[src/inc/rbm_pkg.sv]
// rbm_pkg: shared constants for the radio mode configuration register bank
package rbm_pkg;
  // -------------------------------------------------------------------------
  // register addresses (six-bit address space)
  // -------------------------------------------------------------------------
  localparam logic [5:0] ADDR_MODE_CTRL  = 6'h03;
  localparam logic [5:0] ADDR_CODE_RATE  = 6'h04;
  localparam logic [5:0] ADDR_IRQ_CFG    = 6'h05;
  localparam logic [5:0] ADDR_SER_CTRL   = 6'h06;
  localparam logic [5:0] ADDR_RX_IRQ_EN  = 6'h07;
  localparam logic [5:0] ADDR_RX_STATUS  = 6'h08;
  localparam logic [5:0] ADDR_RX_DATA_A  = 6'h09;
  localparam logic [5:0] ADDR_RX_DATA_B  = 6'h0b;
  localparam logic [5:0] ADDR_SETTLE_CNT = 6'h38;

  // -------------------------------------------------------------------------
  // reset values
  // -------------------------------------------------------------------------
  localparam logic [7:0] RST_MODE_CTRL   = 8'h00;
  localparam logic [7:0] RST_CODE_RATE   = 8'h00;
  localparam logic [7:0] RST_IRQ_CFG     = 8'h01;
  localparam logic [7:0] RST_SER_CTRL    = 8'h03;
  localparam logic [7:0] RST_RX_IRQ_EN   = 8'h00;
  localparam logic [7:0] RST_SETTLE_CNT  = 8'h64;

  // -------------------------------------------------------------------------
  // writable bit masks (reserved bits read zero)
  // -------------------------------------------------------------------------
  localparam logic [7:0] MASK_MODE_CTRL  = 8'hfc;
  localparam logic [7:0] MASK_CODE_RATE  = 8'h07;
  localparam logic [7:0] MASK_IRQ_CFG    = 8'h03;
  localparam logic [7:0] MASK_SER_CTRL   = 8'h0f;

  // -------------------------------------------------------------------------
  // field positions
  // -------------------------------------------------------------------------
  localparam int MC_RX_EN      = 7;
  localparam int MC_TX_EN      = 6;
  localparam int MC_HALF_SEL   = 5;
  localparam int MC_LOCK_BYP   = 4;
  localparam int MC_AMP_MAN    = 3;
  localparam int MC_AMP_ON     = 2;
  localparam int CR_WIDTH32    = 2;
  localparam int CR_DOUBLE     = 1;
  localparam int CR_SAMPLE12   = 0;
  localparam int SC_BYTE_MODE  = 3;
  localparam int IE_EOF_B      = 5;
  localparam int IE_FULL_B     = 4;
  localparam int IE_EOF_A      = 1;
  localparam int IE_FULL_A     = 0;
  localparam int CMD_WRITE     = 7;
  localparam int CMD_INCR      = 6;

  // -------------------------------------------------------------------------
  // timing: settle count unit is 2 us at a 50 MHz clock
  // -------------------------------------------------------------------------
  localparam int CLK_MHZ       = 50;
  localparam int SETTLE_UNIT_US = 2;
  localparam int SETTLE_UNIT_CYC = SETTLE_UNIT_US * CLK_MHZ;

  // interrupt pin styles
  localparam logic [1:0] IRQ_OPEN_SRC = 2'h3;
  localparam logic [1:0] IRQ_OPEN_DRN = 2'h2;
  localparam logic [1:0] IRQ_PP_HIGH  = 2'h1;
  localparam logic [1:0] IRQ_PP_LOW   = 2'h0;

  typedef enum logic [3:0] {
    ST_IDLE  = 4'b0001,
    ST_LOCK  = 4'b0010,
    ST_COUNT = 4'b0100,
    ST_READY = 4'b1000
  } rbm_settle_t;
endpackage

[src/rtl/rbm_regs.sv]
// rbm_regs: radio mode and configuration register bank with serial port
//
// Function
// - bit 7 enters or leaves receive mode
// - bit 6 enters or leaves transmit mode
// - bit 5 picks code half, normal 32-chip only
// - bit 4 bypasses lock wait before count
// - bit 3 selects register amplifier control
// - bit 2 drives amplifier under register control
// - rate bit 2 selects 32 or 64 chips
// - rate bit 1 enables double rate, 32-chip
// - double rate splits code into halves
// - normal 32-chip rate allows two codes
// - rate bit 0 picks 12x or 6x, normal 32-chip only
// - two-bit field sets interrupt pin style
// - serializer bit 3 picks byte or bit mode
// - end-of-frame after programmed gap of bit times
// - end-of-frame moves bits, may interrupt
// - zero gap fires at first invalid bit
// - enabled end-of-frame asserts irq, read clears
// - command byte: write, increment, six-bit address
`timescale 1ns/1ps
module rbm_regs (
  // clock and reset
  input  wire logic       ref_clk_i,
  input  wire logic       rst_i,
  // serial register port, mode 0, sampled synchronously
  input  wire logic       spi_sck_i,
  input  wire logic       spi_ss_n_i,
  input  wire logic       spi_mosi_i,
  output logic            spi_miso_o,
  // correlator bit streams
  input  wire logic       bit_tick_i,
  input  wire logic       bit_valid_a_i,
  input  wire logic       bit_data_a_i,
  input  wire logic       bit_valid_b_i,
  input  wire logic       bit_data_b_i,
  input  wire logic       synth_lock_i,
  // mode outputs
  output logic            rx_mode_o,
  output logic            tx_mode_o,
  output logic            code_upper_half_o,
  output logic            code_width32_o,
  output logic            double_rate_o,
  output logic            sample12_o,
  output logic            dual_code_o,
  output logic            amp_on_o,
  output logic            byte_mode_enable_o,
  output logic            bit_mode_enable_o,
  output logic            synth_ready_o,
  // interrupt pin
  output logic            irq_o,
  output logic            irq_oe_o
);
  // -------------------------------------------------------------------------
  // registers
  // -------------------------------------------------------------------------
  logic [7:0] mode_ctrl_r;
  logic [7:0] code_rate_r;
  logic [7:0] irq_cfg_r;
  logic [7:0] ser_ctrl_r;
  logic [7:0] rx_irq_en_r;
  logic [7:0] settle_cnt_r;
  logic [7:0] rx_stat_r;
  logic [7:0] rx_data_a_r;
  logic [7:0] rx_data_b_r;

  // -------------------------------------------------------------------------
  // serial shifter
  // -------------------------------------------------------------------------
  logic       sck_d_r;
  logic [2:0] bit_cnt_r;
  logic [7:0] sh_in_r;
  logic [7:0] sh_out_r;
  logic       have_cmd_r;
  logic       wr_r;
  logic       inc_r;
  logic [5:0] addr_r;
  logic       rise;
  logic       fall;
  logic       byte_done;
  logic [7:0] byte_in;
  logic       wr_stb;
  logic       rd_stb;
  logic [5:0] rd_addr;

  assign rise      = !spi_ss_n_i && spi_sck_i && !sck_d_r;
  assign fall      = !spi_ss_n_i && !spi_sck_i && sck_d_r;
  assign byte_done = rise && bit_cnt_r == 3'h7;
  assign byte_in   = {sh_in_r[6:0], spi_mosi_i};
  assign wr_stb    = byte_done && have_cmd_r && wr_r;
  assign rd_addr   = (byte_done && !have_cmd_r) ? byte_in[5:0] :
                     (inc_r ? addr_r + 6'h01 : addr_r);
  assign rd_stb    = byte_done && !(have_cmd_r ? wr_r : byte_in[7]);

  function automatic logic [7:0] read_mux(input logic [5:0] a);
    case (a)
      rbm_pkg::ADDR_MODE_CTRL:  read_mux = mode_ctrl_r;
      rbm_pkg::ADDR_CODE_RATE:  read_mux = code_rate_r;
      rbm_pkg::ADDR_IRQ_CFG:    read_mux = irq_cfg_r;
      rbm_pkg::ADDR_SER_CTRL:   read_mux = ser_ctrl_r;
      rbm_pkg::ADDR_RX_IRQ_EN:  read_mux = rx_irq_en_r;
      rbm_pkg::ADDR_RX_STATUS:  read_mux = rx_stat_r;
      rbm_pkg::ADDR_RX_DATA_A:  read_mux = rx_data_a_r;
      rbm_pkg::ADDR_RX_DATA_B:  read_mux = rx_data_b_r;
      rbm_pkg::ADDR_SETTLE_CNT: read_mux = settle_cnt_r;
      default:                  read_mux = 8'h00;
    endcase
  endfunction

  always_ff @(posedge ref_clk_i) begin
    if (rst_i || spi_ss_n_i) begin
      sck_d_r    <= 1'b0;
      bit_cnt_r  <= 3'h0;
      sh_in_r    <= 8'h00;
      have_cmd_r <= 1'b0;
      wr_r       <= 1'b0;
      inc_r      <= 1'b0;
      addr_r     <= 6'h00;
    end else begin
      sck_d_r <= spi_sck_i;
      if (rise) begin
        bit_cnt_r <= bit_cnt_r + 3'h1;
        sh_in_r   <= byte_in;
      end
      if (byte_done && !have_cmd_r) begin
        have_cmd_r <= 1'b1;
        wr_r       <= byte_in[rbm_pkg::CMD_WRITE];
        inc_r      <= byte_in[rbm_pkg::CMD_INCR];
        addr_r     <= byte_in[5:0];
      end else if (byte_done && inc_r) begin
        addr_r <= addr_r + 6'h01;
      end
    end
  end

  // read data loads at the end of each byte of a read transfer, shifts on falling edge
  always_ff @(posedge ref_clk_i) begin
    if (rst_i || spi_ss_n_i) begin
      sh_out_r   <= 8'h00;
      spi_miso_o <= 1'b0;
    end else if (rd_stb) begin
      sh_out_r   <= read_mux(rd_addr);
      spi_miso_o <= spi_miso_o;
    end else if (fall) begin
      spi_miso_o <= sh_out_r[7];
      sh_out_r   <= {sh_out_r[6:0], 1'b0};
    end
  end

  // -------------------------------------------------------------------------
  // writable registers; reserved bits are forced to zero
  // -------------------------------------------------------------------------
  always_ff @(posedge ref_clk_i) begin
    if (rst_i) begin
      mode_ctrl_r  <= rbm_pkg::RST_MODE_CTRL;
      code_rate_r  <= rbm_pkg::RST_CODE_RATE;
      irq_cfg_r    <= rbm_pkg::RST_IRQ_CFG;
      ser_ctrl_r   <= rbm_pkg::RST_SER_CTRL;
      rx_irq_en_r  <= rbm_pkg::RST_RX_IRQ_EN;
      settle_cnt_r <= rbm_pkg::RST_SETTLE_CNT;
    end else if (wr_stb) begin
      case (addr_r)
        rbm_pkg::ADDR_MODE_CTRL:
          mode_ctrl_r <= byte_in & rbm_pkg::MASK_MODE_CTRL;
        rbm_pkg::ADDR_CODE_RATE:
          code_rate_r <= byte_in & rbm_pkg::MASK_CODE_RATE;
        rbm_pkg::ADDR_IRQ_CFG:
          irq_cfg_r <= byte_in & rbm_pkg::MASK_IRQ_CFG;
        rbm_pkg::ADDR_SER_CTRL:
          ser_ctrl_r <= byte_in & rbm_pkg::MASK_SER_CTRL;
        rbm_pkg::ADDR_RX_IRQ_EN:  rx_irq_en_r  <= byte_in;
        rbm_pkg::ADDR_SETTLE_CNT: settle_cnt_r <= byte_in;
        default: ;
      endcase
    end
  end

  // -------------------------------------------------------------------------
  // mode decode
  // -------------------------------------------------------------------------
  logic w32;
  logic dbl;
  assign w32 = code_rate_r[rbm_pkg::CR_WIDTH32];
  assign dbl = w32 && code_rate_r[rbm_pkg::CR_DOUBLE];

  always_ff @(posedge ref_clk_i) begin
    if (rst_i) begin
      rx_mode_o          <= 1'b0;
      tx_mode_o          <= 1'b0;
      code_upper_half_o  <= 1'b0;
      code_width32_o     <= 1'b0;
      double_rate_o      <= 1'b0;
      sample12_o         <= 1'b0;
      dual_code_o        <= 1'b0;
      amp_on_o           <= 1'b0;
      byte_mode_enable_o <= 1'b0;
      bit_mode_enable_o  <= 1'b0;
    end else begin
      rx_mode_o <= mode_ctrl_r[rbm_pkg::MC_RX_EN];
      tx_mode_o <= mode_ctrl_r[rbm_pkg::MC_TX_EN];
      code_upper_half_o <= w32 && !dbl && mode_ctrl_r[rbm_pkg::MC_HALF_SEL];
      code_width32_o <= w32;
      double_rate_o <= dbl;
      sample12_o <= w32 && !dbl && code_rate_r[rbm_pkg::CR_SAMPLE12];
      dual_code_o <= w32 && !dbl;
      amp_on_o <= mode_ctrl_r[rbm_pkg::MC_AMP_MAN] ?
                  mode_ctrl_r[rbm_pkg::MC_AMP_ON] :
                  (mode_ctrl_r[rbm_pkg::MC_TX_EN] && synth_ready_o);
      byte_mode_enable_o <= ser_ctrl_r[rbm_pkg::SC_BYTE_MODE];
      bit_mode_enable_o  <= !ser_ctrl_r[rbm_pkg::SC_BYTE_MODE];
    end
  end

  // -------------------------------------------------------------------------
  // settle sequencer and frame detectors
  // -------------------------------------------------------------------------
  rbm_settle u_settle (
    .ref_clk_i (ref_clk_i),
    .rst_i     (rst_i),
    .start_i   (mode_ctrl_r[rbm_pkg::MC_RX_EN] ||
                mode_ctrl_r[rbm_pkg::MC_TX_EN]),
    .bypass_i  (mode_ctrl_r[rbm_pkg::MC_LOCK_BYP]),
    .count_i   (settle_cnt_r),
    .lock_i    (synth_lock_i),
    .ready_o   (synth_ready_o)
  );

  logic       rx_on;
  logic       eof_a;
  logic       eof_b;
  logic       full_a;
  logic       full_b;
  logic [7:0] data_a;
  logic [7:0] data_b;
  assign rx_on = mode_ctrl_r[rbm_pkg::MC_RX_EN];

  rbm_eof u_eof_a (
    .ref_clk_i   (ref_clk_i),
    .rst_i       (rst_i),
    .rx_on_i     (rx_on),
    .gap_len_i   (ser_ctrl_r[2:0]),
    .bit_tick_i  (bit_tick_i),
    .bit_valid_i (bit_valid_a_i),
    .bit_data_i  (bit_data_a_i),
    .eof_o       (eof_a),
    .full_o      (full_a),
    .data_o      (data_a)
  );

  // channel b only runs in normal 32-chip mode
  rbm_eof u_eof_b (
    .ref_clk_i   (ref_clk_i),
    .rst_i       (rst_i),
    .rx_on_i     (rx_on && w32 && !dbl),
    .gap_len_i   (ser_ctrl_r[2:0]),
    .bit_tick_i  (bit_tick_i),
    .bit_valid_i (bit_valid_b_i),
    .bit_data_i  (bit_data_b_i),
    .eof_o       (eof_b),
    .full_o      (full_b),
    .data_o      (data_b)
  );

  // -------------------------------------------------------------------------
  // receive status: set wins over the read clear
  // -------------------------------------------------------------------------
  logic       stat_rd;
  logic [7:0] stat_set;
  assign stat_rd  = rd_stb && rd_addr == rbm_pkg::ADDR_RX_STATUS;
  assign stat_set = {2'b00, eof_b, full_b, 2'b00, eof_a, full_a};

  always_ff @(posedge ref_clk_i) begin
    if (rst_i || !rx_on) begin
      rx_stat_r <= 8'h00;
    end else if (stat_rd) begin
      rx_stat_r <= stat_set;
    end else begin
      rx_stat_r <= rx_stat_r | stat_set;
    end
  end

  always_ff @(posedge ref_clk_i) begin
    if (rst_i) begin
      rx_data_a_r <= 8'h00;
      rx_data_b_r <= 8'h00;
    end else begin
      if (full_a) begin
        rx_data_a_r <= data_a;
      end
      if (full_b) begin
        rx_data_b_r <= data_b;
      end
    end
  end

  // -------------------------------------------------------------------------
  // interrupt pin
  // -------------------------------------------------------------------------
  logic irq_act;
  assign irq_act = rx_on && |(rx_stat_r & rx_irq_en_r);

  always_ff @(posedge ref_clk_i) begin
    if (rst_i) begin
      irq_o    <= 1'b0;
      irq_oe_o <= 1'b1;
    end else begin
      case (irq_cfg_r[1:0])
        rbm_pkg::IRQ_OPEN_SRC: begin
          irq_o    <= 1'b1;
          irq_oe_o <= irq_act;
        end
        rbm_pkg::IRQ_OPEN_DRN: begin
          irq_o    <= 1'b0;
          irq_oe_o <= irq_act;
        end
        rbm_pkg::IRQ_PP_HIGH: begin
          irq_o    <= irq_act;
          irq_oe_o <= 1'b1;
        end
        default: begin
          irq_o    <= !irq_act;
          irq_oe_o <= 1'b1;
        end
      endcase
    end
  end

  // -------------------------------------------------------------------------
  // checks
  // -------------------------------------------------------------------------
  property p_rx_follow;
    @(posedge ref_clk_i) disable iff (rst_i)
      ##1 rx_mode_o == $past(mode_ctrl_r[rbm_pkg::MC_RX_EN]);
  endproperty
  a_rx_follow: assert property (p_rx_follow)
    else $error("receive mode does not follow control");

  property p_amp_manual;
    @(posedge ref_clk_i) disable iff (rst_i)
      mode_ctrl_r[rbm_pkg::MC_AMP_MAN] |=>
        amp_on_o == $past(mode_ctrl_r[rbm_pkg::MC_AMP_ON]);
  endproperty
  a_amp_manual: assert property (p_amp_manual)
    else $error("amplifier ignores manual enable");

  property p_sample_gate;
    @(posedge ref_clk_i) disable iff (rst_i)
      (!code_width32_o || double_rate_o) |-> !sample12_o;
  endproperty
  a_sample_gate: assert property (p_sample_gate)
    else $error("12x sampling outside normal 32-chip mode");

  property p_irq_pp;
    @(posedge ref_clk_i) disable iff (rst_i)
      (irq_cfg_r[1:0] == rbm_pkg::IRQ_PP_HIGH && irq_act) [*2] |-> irq_o;
  endproperty
  a_irq_pp: assert property (p_irq_pp)
    else $error("push-pull high irq not asserted");

  property p_eof_sticky;
    @(posedge ref_clk_i) disable iff (rst_i)
      (eof_a && rx_on) |=> rx_stat_r[rbm_pkg::IE_EOF_A];
  endproperty
  a_eof_sticky: assert property (p_eof_sticky)
    else $error("end-of-frame status lost");
endmodule

[src/rtl/rbm_settle.sv]
// rbm_settle: synthesizer settle sequencer after a mode enable
`timescale 1ns/1ps
module rbm_settle (
  // clock and reset
  input  wire logic       ref_clk_i,
  input  wire logic       rst_i,
  // control
  input  wire logic       start_i,
  input  wire logic       bypass_i,
  input  wire logic [7:0] count_i,
  input  wire logic       lock_i,
  // status
  output logic            ready_o
);
  rbm_pkg::rbm_settle_t state_r;
  logic [7:0]           units_r;
  logic [7:0]           cyc_r;

  always_ff @(posedge ref_clk_i) begin
    if (rst_i || !start_i) begin
      state_r <= rbm_pkg::ST_IDLE;
      units_r <= 8'h00;
      cyc_r   <= 8'h00;
    end else begin
      case (state_r)
        rbm_pkg::ST_IDLE: begin
          units_r <= 8'h00;
          cyc_r   <= 8'h00;
          state_r <= bypass_i ? rbm_pkg::ST_COUNT : rbm_pkg::ST_LOCK;
        end
        rbm_pkg::ST_LOCK: begin
          if (lock_i) begin
            state_r <= rbm_pkg::ST_COUNT;
          end
        end
        rbm_pkg::ST_COUNT: begin
          if (units_r >= count_i) begin
            state_r <= rbm_pkg::ST_READY;
          end else if (cyc_r == 8'(rbm_pkg::SETTLE_UNIT_CYC - 1)) begin
            cyc_r   <= 8'h00;
            units_r <= units_r + 8'h01;
          end else begin
            cyc_r <= cyc_r + 8'h01;
          end
        end
        rbm_pkg::ST_READY: state_r <= rbm_pkg::ST_READY;
        default: state_r <= rbm_pkg::ST_IDLE;
      endcase
    end
  end

  always_ff @(posedge ref_clk_i) begin
    if (rst_i) begin
      ready_o <= 1'b0;
    end else begin
      ready_o <= start_i && (state_r == rbm_pkg::ST_READY);
    end
  end

  // lock mode never becomes ready without lock
  property p_lock_wait;
    @(posedge ref_clk_i) disable iff (rst_i)
      (state_r == rbm_pkg::ST_LOCK && !lock_i) |=> state_r != rbm_pkg::ST_COUNT;
  endproperty
  a_lock_wait: assert property (p_lock_wait)
    else $error("settle left lock wait without lock");
endmodule

[src/rtl/rbm_eof.sv]
// rbm_eof: per-channel end-of-frame gap detector and data capture
`timescale 1ns/1ps
module rbm_eof (
  // clock and reset
  input  wire logic       ref_clk_i,
  input  wire logic       rst_i,
  // config
  input  wire logic       rx_on_i,
  input  wire logic [2:0] gap_len_i,
  // bit stream
  input  wire logic       bit_tick_i,
  input  wire logic       bit_valid_i,
  input  wire logic       bit_data_i,
  // results
  output logic            eof_o,
  output logic            full_o,
  output logic [7:0]      data_o
);
  logic       seen_r;
  logic [2:0] gap_r;
  logic [2:0] cnt_r;
  logic [7:0] shift_r;
  logic       fire;

  assign fire = rx_on_i && bit_tick_i && !bit_valid_i && seen_r &&
                (gap_r >= gap_len_i);

  always_ff @(posedge ref_clk_i) begin
    if (rst_i || !rx_on_i) begin
      seen_r  <= 1'b0;
      gap_r   <= 3'h0;
      cnt_r   <= 3'h0;
      shift_r <= 8'h00;
    end else if (bit_tick_i) begin
      if (bit_valid_i) begin
        seen_r  <= 1'b1;
        gap_r   <= 3'h0;
        shift_r <= {bit_data_i, shift_r[7:1]};
        cnt_r   <= cnt_r + 3'h1;
      end else if (fire) begin
        seen_r <= 1'b0;
        gap_r  <= 3'h0;
        cnt_r  <= 3'h0;
      end else if (seen_r && gap_r != 3'h7) begin
        gap_r <= gap_r + 3'h1;
      end
    end
  end

  always_ff @(posedge ref_clk_i) begin
    if (rst_i) begin
      eof_o  <= 1'b0;
      full_o <= 1'b0;
      data_o <= 8'h00;
    end else begin
      eof_o  <= fire;
      full_o <= fire || (rx_on_i && bit_tick_i && bit_valid_i &&
                         cnt_r == 3'h7);
      if (fire) begin
        data_o <= shift_r >> (4'h8 - {1'b0, cnt_r});
      end else if (rx_on_i && bit_tick_i && bit_valid_i && cnt_r == 3'h7) begin
        data_o <= {bit_data_i, shift_r[7:1]};
      end
    end
  end

  property p_eof_cause;
    @(posedge ref_clk_i) disable iff (rst_i)
      eof_o |-> $past(seen_r) && !$past(bit_valid_i) && $past(bit_tick_i);
  endproperty
  a_eof_cause: assert property (p_eof_cause)
    else $error("eof without a gap after valid data");

  property p_eof_zero;
    @(posedge ref_clk_i) disable iff (rst_i)
      (rx_on_i && gap_len_i == 3'h0 && seen_r && bit_tick_i && !bit_valid_i)
        |=> eof_o;
  endproperty
  a_eof_zero: assert property (p_eof_zero)
    else $error("zero gap did not fire at first invalid bit");

  property p_eof_full;
    @(posedge ref_clk_i) disable iff (rst_i)
      eof_o |-> full_o;
  endproperty
  a_eof_full: assert property (p_eof_full)
    else $error("eof did not transfer data");
endmodule

[config.mk]
export PLATFORM = sky130hd
export DESIGN_NAME = rbm_regs
export DESIGN_NICKNAME = d
export VERILOG_FILES = /design/src/inc/rbm_pkg.sv /design/src/rtl/rbm_regs.sv /design/src/rtl/rbm_settle.sv /design/src/rtl/rbm_eof.sv
export SDC_FILE = /design/constraint.sdc
export NUM_CORES = 1
export LEC_CHECK = 0
export BUFFER_PORTS_ARGS = -buffer_cell sky130_fd_sc_hd__buf_2
export CAP_MARGIN = 40
export CORE_UTILIZATION = 30
export CTS_CLUSTER_DIAMETER = 60
export CTS_CLUSTER_SIZE = 10
export DETAILED_ROUTE_END_ITERATION = 8
export SETUP_SLACK_MARGIN = 0.02
export SYNTH_ARGS = -nofsm -noshare
export SYNTH_HDL_FRONTEND = slang
export SYNTH_SLANG_ARGS = --single-unit
[constraint.sdc]
create_clock -name ref_clk_i -period 3.05 [get_ports ref_clk_i]
set_input_delay 0.1525 -clock ref_clk_i [delete_from_list [all_inputs] [get_ports ref_clk_i]]
set_output_delay 0.1525 -clock ref_clk_i [all_outputs]
set_load 0.02 [all_outputs]
### Word-level counts from Yosys, hierarchy flattened

Cells that the tools add are included.

* register bits after elaboration: 167
* input port bits: 11
* output and inout bits: 14

* add/sub/neg operators: 10
* magnitude comparators: 3
* equality and inequality tests: 32
* shift operators: 2
* muxes and demuxes: 39
* bitwise gates (word level): 4
* reduce and logical (&&, ||, !) cells: 83

Operators with widths (count)
* $mux 8: 10
* $pmux 8 s9: 1
* $eq 6x3->1 const B: 8
* $logic_and 1x1->1: 34
* $mux 3: 11
* $pmux 8 s2: 2
* $mux 6: 5
* $reduce_and 2->1: 15
* $eq 6x4->1 const B: 3
* $add 8x1->8 const B: 2
* $pmux 4 s4: 1
* $shr 8x4->8: 2
* $add 3x1->3 const B: 5
* $reduce_bool 2->1: 7
* $logic_not 1->1: 13
* $eq 6x2->1 const B: 2
* $eq 6x6->1 const B: 2
* $eq 3x3->1 const B: 3
* $and 8x8->8: 1
* $eq 8x7->1 const B: 1
* $ge 8x8->1: 1
* $mux 4: 2
* $or 8x6->8: 1
* $reduce_or 8->1: 1
* other kinds (19): 40

### Longest topological paths before layout

Gate-level depths: netlist of the first run.

* depth in word-level cells: 9
* depth in mapped cells: 11
* depth with buffers taken out: 9

### Cells and area by module

Synthesis of the first run repeated with hierarchy kept, for this count alone.

* cells, all modules: 975
* area, all modules: 8598.2 µm²

By module, submodules not included
* rbm_regs: instances 1, cells an instance 498, area an instance 4515.6 µm², seq. area each 1841.8 µm²
* rbm_eof: instances 2, cells an instance 155, area an instance 1353.8 µm², seq. area each 500.5 µm²
* rbm_settle: instances 1, cells an instance 167, area an instance 1375.1 µm², seq. area each 420.4 µm²

### Worst setup path after synthesis of the first run

OpenSTA, ideal clock, no wires.

* path type: reg-to-reg
* start point: register addr_r[0]
* end point: register sh_out_r[4]
* library setup time: 95 ps
* arrival: 2258 ps
* setup slack: 697 ps
* stages on the path, launching flop included: 11
* buffers on the path: 1
* clock period less this slack: 2353 ps
* cell sequence: dfxtp_1 buf_2 inv_1 ha_1 mux2i_1 o211ai_1 o31a_1 a2111o_1 nand2_1 o21ai_2 a221oi_1

* longest elaborated chain between the ends: 6
* elaborated cells on any way between the ends: 14
* those cells by class: 1 x add/sub; 9 x eq/ne; 4 x mux

Ends and longest elaborated chain
* start, declared: RTL line rbm_regs.sv:78 `logic [5:0] addr_r;`
* start signal, assigned: RTL line rbm_regs.sv:130 `addr_r <= byte_in[5:0];`
* start signal, assigned: RTL line rbm_regs.sv:132 `addr_r <= addr_r + 6'h01;`
* $add 6x1->6: RTL line rbm_regs.sv:93 `(inc_r ? addr_r + 6'h01 : addr_r);`
* $mux 6 *: RTL line rbm_regs.sv:93
* $mux 6 *: RTL line rbm_regs.sv:92 `assign rd_addr = (byte_done && !have_cmd_r) ? byte_in[5:0] :`
* $eq 6x6->1 (tied with other cells): RTL line rbm_regs.sv:97 `case (a)`
* $pmux 8 s9 *: RTL line rbm_regs.sv:97
* $mux 8 *: RTL line rbm_regs.sv:142 `end else if (rd_stb) begin`
* end signal, assigned: RTL line rbm_regs.sv:143 `sh_out_r <= read_mux(rd_addr);`
* end signal, assigned: RTL line rbm_regs.sv:147 `sh_out_r <= {sh_out_r[6:0], 1'b0};`
* end, declared: RTL line rbm_regs.sv:74 `logic [7:0] sh_out_r;`

Every way passes the cells marked *; elsewhere a longest branch is shown, timed or not.
A chain may end at the register's enable or synchronous reset.

### Worst setup path after layout of the first run

* start point: register bit_cnt_r[0]
* end point: register sh_out_r[3]

* longest elaborated chain between the ends: 7
* elaborated cells on any way between the ends: 17
* those cells by class: 10 x eq/ne; 3 x mux; 4 x reduce/logical

Ends and longest elaborated chain
* start, declared: RTL line rbm_regs.sv:72 `logic [2:0] bit_cnt_r;`
* start signal, assigned: RTL line rbm_regs.sv:123 `bit_cnt_r <= bit_cnt_r + 3'h1;`
* $eq 3x3->1 *: RTL line rbm_regs.sv:89 `assign byte_done = rise && bit_cnt_r == 3'h7;`
* $logic_and 1x1->1 *: RTL line rbm_regs.sv:89
* $logic_and 1x1->1: RTL line rbm_regs.sv:92
* $mux 6: RTL line rbm_regs.sv:92
* $eq 6x6->1 (tied with other cells): RTL line rbm_regs.sv:97
* $pmux 8 s9: RTL line rbm_regs.sv:97
* $mux 8: RTL line rbm_regs.sv:142

Marks and branches as above.

==> results of run 1 <==
## worst paths after layout
check / startpoint / end / slack [ps] / cells past startpoint
worst min register to register: u_eof_a.eof_o / rx_stat_r[1] / 440 / 2
worst max register to register: bit_cnt_r[0] / sh_out_r[3] / 250 / 9
worst min-delay path: rst_i / mode_ctrl_r[2] / 100 / 2
worst max-delay path: bit_cnt_r[0] / sh_out_r[3] / 250 / 9
## layer usage
metal	up-vias	part of all wire (%)	global-route usage [%]
met5	-	0	0
met4	0	2.3	5.50
met3	35	3.2	2.77
met2	120	46	22.8
met1	3197	48	19.7
li1	3422	-	-
## kinds of logic after synthesis
group / after synthesis
muxes: 55
buffers and inverters: 91
adders and majority gates: 33
xor gates and xnor gates: 25
and+or+nand+nor: 367
AOI/OAI and AO/OA: 225
DFF: 163
## cells in the mapped netlist (3+ instances only)
cell and n:
dfxtp_1 163, nand2_1 122, nor2_1 118, a21oi_1 74
clkbuf_1 42, mux2i_1 39, ha_1 33, inv_1 32
nand3_1 29, a22oi_1 25, a211oi_1 24, o21ai_0 23
xnor2_1 17, nor2b_1 15, nor3_1 15, and3_1 11
nand2b_1 11, a31oi_1 10, a221oi_1 9, and2_1 8
mux2_2 8, xor2_1 8, buf_1 7, mux4_2 7
a211o_1 6, a21o_1 6, a222oi_1 6, buf_2 6
nand3b_1 5, o22a_1 5, nand4_1 4, nor3b_1 4
o221ai_1 4, or2_2 4, or3_1 4, o211ai_1 3
o31ai_1 3
## power by group through the flow
stage	sequential [mW]	clock (mW)	combinational (mW)
4_1_cts	2.13	2.33	0.0727
2_1_floorplan	2.18	0	0.0460
3_5_place_dp	2.18	0	0.0693
3_3_place_gp	2.18	0	0.0695
6_report	2.13	2.28	0.0720
5_1_grt	2.13	2.43	0.0795
## timing repair
| action | 4_1_cts | 5_1_grt |
|---|---|---|
| buffers inserted | 0 | 0 |
| endpoints found under the hold margin | 3 | 0 |
| resized for setup | 0 | 1 |
| setup endpoints to repair | 0 | 1 |
| hold buffers | 3 | 0 |
## through the flow
step	total power [mW]	std cells	instance area, sq um	hold WS, ps	setup WS (ps)
floorplan	2.23	959	8200	242	697
global placement	2.25	1280	8620	423	322
detailed placement	2.25	1280	8620	422	270
CTS	4.53	1315	9280	90.3	255
global route	4.64	1315	9280	107	65.4
finish	4.49	1315	9280	97.3	247
## sequential cells by signal, indices dropped and copies added, names as in the netlist, 4 cells and up
name,count
settle_cnt_r,8
rx_data_a_r,8
addr_r,6
sh_out_r,8
u_eof_b.data_o,8
rx_stat_r,4
ser_ctrl_r,4
u_eof_a.shift_r,8
u_eof_b.shift_r,8
sh_in_r,7
u_eof_a.data_o,8
mode_ctrl_r,6
u_settle.cyc_r,8
rx_data_b_r,8
u_settle.state_r,4
u_settle.units_r,8
rx_irq_en_r,8
## worst max-delay path, stage by stage, from the launching register on
cell and delay [ps]:
dfxtp_1 350, ha_1 160, ha_1 150, nand4bb_1 330, a211oi_1 600, nor2_1 260
a22oi_1 280, o221ai_1 200, a221oi_1 240, a211oi_1 80
## cell type report
type | count | area, sq um
Fill cell | 2769 | 17600
Sequential cell | 163 | 3260
Clock inverter | 14 | 190
Tap cell | 341 | 427
Timing Repair Buffer | 42 | 263
Clock buffer | 18 | 439
Multi-Input combinational cell | 705 | 4580
Inverter | 32 | 120
==> qor.csv, run 1 <==
metric,value,unit
power.density,484,nW/um^2
diodes,0,
utilization,34.5,%
syn_area_per_cell,8.55,sq um
insertion_delay,430,ps
synthDistinctLibCells,78,
final_layout_size_suffix_gt1_share,11.2,%
syn_to_final_growth,13.1,%
synthAdderAreaFrac,5.04,%
ys.flop_type,dfxtp_1,
worst_pin_slew,724,ps
ir_worst_vdd,0.354,mV
num-nets-final,1005,
path_class,register to register,
synth_mux_area_share,7.96,%
synth_area,8200,sq um
h-tree-depth,4,
finalSetupViolCount,0,
cts_tree,built,
die_w,167,um
sw_frac_of_total,22.3,%
gp_congestion,0.893,
leakagePower,3.34,nW
fmax,0.357,GHz
ant_nets,0,
layout_commonest_cell,dfxtp_1,
synth-simple-area-share,20.9,%
synth_area_leader_cell,dfxtp_1,
slew_headroom,51.7,%
yosys_warnings,0,
mappedNetlistNets,1003,
drc,0,
yosys.area.top_type_share,39.8,%
critical_path_arrival,3090,ps
clk_pin_slew,70,ps
cts_buffers,17,
grt_setup_unrepaired,false,
outcome,finished clean,
synthXorXnorAreaFrac,2.67,%
switchingPower,1.00,mW
hold_viol_final,0,
die_h,167,um
wirelength,19600,um
rows,60,
ys_ff_latch,163,
path_max_fanout,8,
post-route-period-util,91.9,%
yosys-top-cells-area,"dfxtp_1 40%, nand2_1 5.6%, nor2_1 5.4%, ha_1 5.0%, mux2i_1 4.8%",
crit_path_end_kind,register,
final_cell_mix,"163 x dfxtp_1, 122 x nand2_1, 118 x nor2_1, 74 x a21oi_1, 39 x mux2i_1",
grt_overflow,0,
coreArea,26900,sq um
p_seq_share,47.6,%
pwr-share-comb,1.6,%
startpoint_type,register,
drt_first_pass_iters,5,
synth_top_family_by_area,simple AND/OR/NAND/NOR gates,
pwr-share-clk,50.8,%
io_pins,25,
num_vias,6774,
post-route-min-period,2800,ps
drtIter0Drc,571,
cp.required,3340,ps
grt_pass1_vias,6348,
finClkSkew,12.8,ps
cap_viol_max_count,0,
maxSlewViolCount,0,
synth_seq_area_share,39.8,%
grt_max_degree,60,
grt_pass1_wl,33100,um
clock_tree.root_cell,clkbuf_16,
gr-usage-all-layers,14.6,%
finalSetupTns,0,ps
wl_per_cell,14.9,um
clockBufferDepth,2,
start_util,30.5,%
die_area,28000,sq um
synth_compound_area_share,19.1,%
antenna_found_initial,0,
vias_per_cell,5.15,
async_reset_ff_share,0,%
clock-sinks,163,
port-buffer-count,24,
hpwlAfterDp,14000,um
synth_cells,959,
power.internal,3.49,mW
synth-edff-count,0,
hp-class,input pin to register,
(Power assumes the default switching activity.)
==> run 2, diff against run 1 <==
RECOVER_POWER = 50   (was default)
==> run 2 against run 1 <==
  * Wire length about the same
  * Sequential power about the same
  * Clock skew decreased by 1.5 ps
  * Largest power group unchanged
  * The flow now finishes with violations (capacitance limit, slew limit)
  * Critical path depth unchanged
  * Non-clock buffer count unchanged
  * Critical path type unchanged
  * Clock power about the same
  * Global-route usage unchanged
  * Register-to-register slack about the same
  * Sequential share of layout area increased by 0.20 points
  * Worst hold slack improved by 4.7 ps
==> qor.csv, run 2 (synthesis gave the netlist of run 1 again) <==
metric,value,unit
worst_pin_slew,2540,ps
clk_pin_slew,70,ps
wl_per_cell,15.0,um
hold_ws,102,ps
fill_cells,2783,
die_w,167,um
port-buffer-count,24,
slew_headroom,-69.4,%
rows,60,
max_stage_delay,600,ps
power.density,486,nW/um^2
holdPathStages,2,
final_cell_mix,"163 x dfxtp_1, 122 x nand2_1, 118 x nor2_1, 74 x a21oi_1, 39 x mux2i_1",
startpoint_type,register,
coreArea,26900,sq um
num_vias,6772,
grt_max_degree,60,
clock-sinks,163,
drt_first_pass_iters,5,
critical_path_arrival,3100,ps
violations,"capacitance limit, slew limit",
num-nets-final,1005,
start_util,30.5,%
clock_tree.root_cell,clkbuf_16,
register_area,3260,sq um
cap_viol_max_count,1,
drtIter0Drc,589,
utilization,34.3,%
grt_pass1_wl,33100,um
cp.required,3340,ps
r2r_setup_slack,240,ps
gr-usage-all-layers,14.6,%
fmax,0.356,GHz
dp_slack,270,ps
drc,0,
h-tree-depth,4,
diodes,0,
crit_path_end_kind,register,
insertion_delay,440,ps
grt_overflow,0,
r2r_cells,9,
worst-path-buf-inv,0,
finalSetupTns,0,ps
final_layout_size_suffix_gt1_share,8.93,%
r2r_end,sh_out_r[3],
path_max_fanout,8,
die_h,167,um
io_pins,25,
cts_buffers,17,
grt_pass1_vias,6348,
multiInputGateArea,4560,sq um
whs_endpoint,mode_ctrl_r[2],
reg2reg_from,bit_cnt_r[0],
syn_to_final_growth,12.5,%
crit_slowest_cell,a211oi_1,
gp_congestion,0.893,
vias_per_cell,5.15,
outcome,finished with violations,
maxSlewViolCount,60,
ant_nets,0,
post-route-min-period,2810,ps
path_class,register to register,
leakagePower,3.25,nW
layout_commonest_cell,dfxtp_1,
post-route-period-util,92.2,%
finClkSkew,11.3,ps
hold_viol_final,0,
fin_ws,239,ps
cts_tree,built,
crit_chain,"ha_1, ha_1, nand4bb_1, a211oi_1, nor2_1, a22oi_1, o221ai_1, a221oi_1, a211oi_1",
hpwlAfterDp,14000,um
finalSetupViolCount,0,
antenna_found_initial,0,
clockBufferDepth,2,
die_area,28000,sq um
grt_setup_unrepaired,false,
wirelength,19700,um
ir_worst_vdd,0.359,mV
hp-class,input pin to register,
cpLargestDelayFamily,compound AO/OA/AOI/OAI gates,
hp-start,rst_i,
run 2: cell types whose count changed in the layout (fill, tap and decap cells not counted), sizes merged:
cell    change
clkbuf     +20
buf        -20
run 2: worst max-delay path by stage:
stage,cells past startpoint,start,to,slack (ps)
detailed placement,10,bit_cnt_r[0],sh_out_r[2],270
finish,9,bit_cnt_r[0],sh_out_r[3],240
global route,8,addr_r[1],sh_out_r[5],70
CTS,10,bit_cnt_r[0],sh_out_r[2],250
global placement,10,bit_cnt_r[0],sh_out_r[2],320
floorplan,10,addr_r[0],sh_out_r[4],700
run 2: layout make-up:
class	count	share of cell area, %
inverters	32	1.30
flip-flops and latches	163	35.4
multi-input cells	705	49.4
repair buffers	42	2.44
clock inverters	14	2.06
well taps	341	4.62
clock buffers	18	4.76
run 2: where the power goes:
group | internal [mW] | total, mW | switching, mW
sequential | 2.13 | 2.13 | 0.00380
combinational | 0.0168 | 0.0708 | 0.0540
clock | 1.34 | 2.28 | 0.942
run 2: repair_timing:
item	in CTS	in global routing
setup endpoints to repair	0	1
buffers inserted	0	0
endpoints found under the hold margin	3	0
resized for setup	0	1
hold buffers	3	0
run 2: stage by stage:
step | instances | instance area, sq um | total power [mW]
final | 1315 | 9230 | 4.48
after global routing | 1315 | 9230 | 4.64
after CTS | 1315 | 9280 | 4.53
after detailed placement | 1280 | 8620 | 2.25
after global placement | 1280 | 8620 | 2.25
after floorplan | 959 | 8200 | 2.23
run 2: per-layer routing:
| layer | wire, um | track usage, % |
|---|---|---|
| met1 | 9500 | 19.7 |
| met3 | 678 | 2.77 |
| met2 | 9010 | 22.8 |
| met5 | 0 | 0 |
| met4 | 478 | 5.50 |
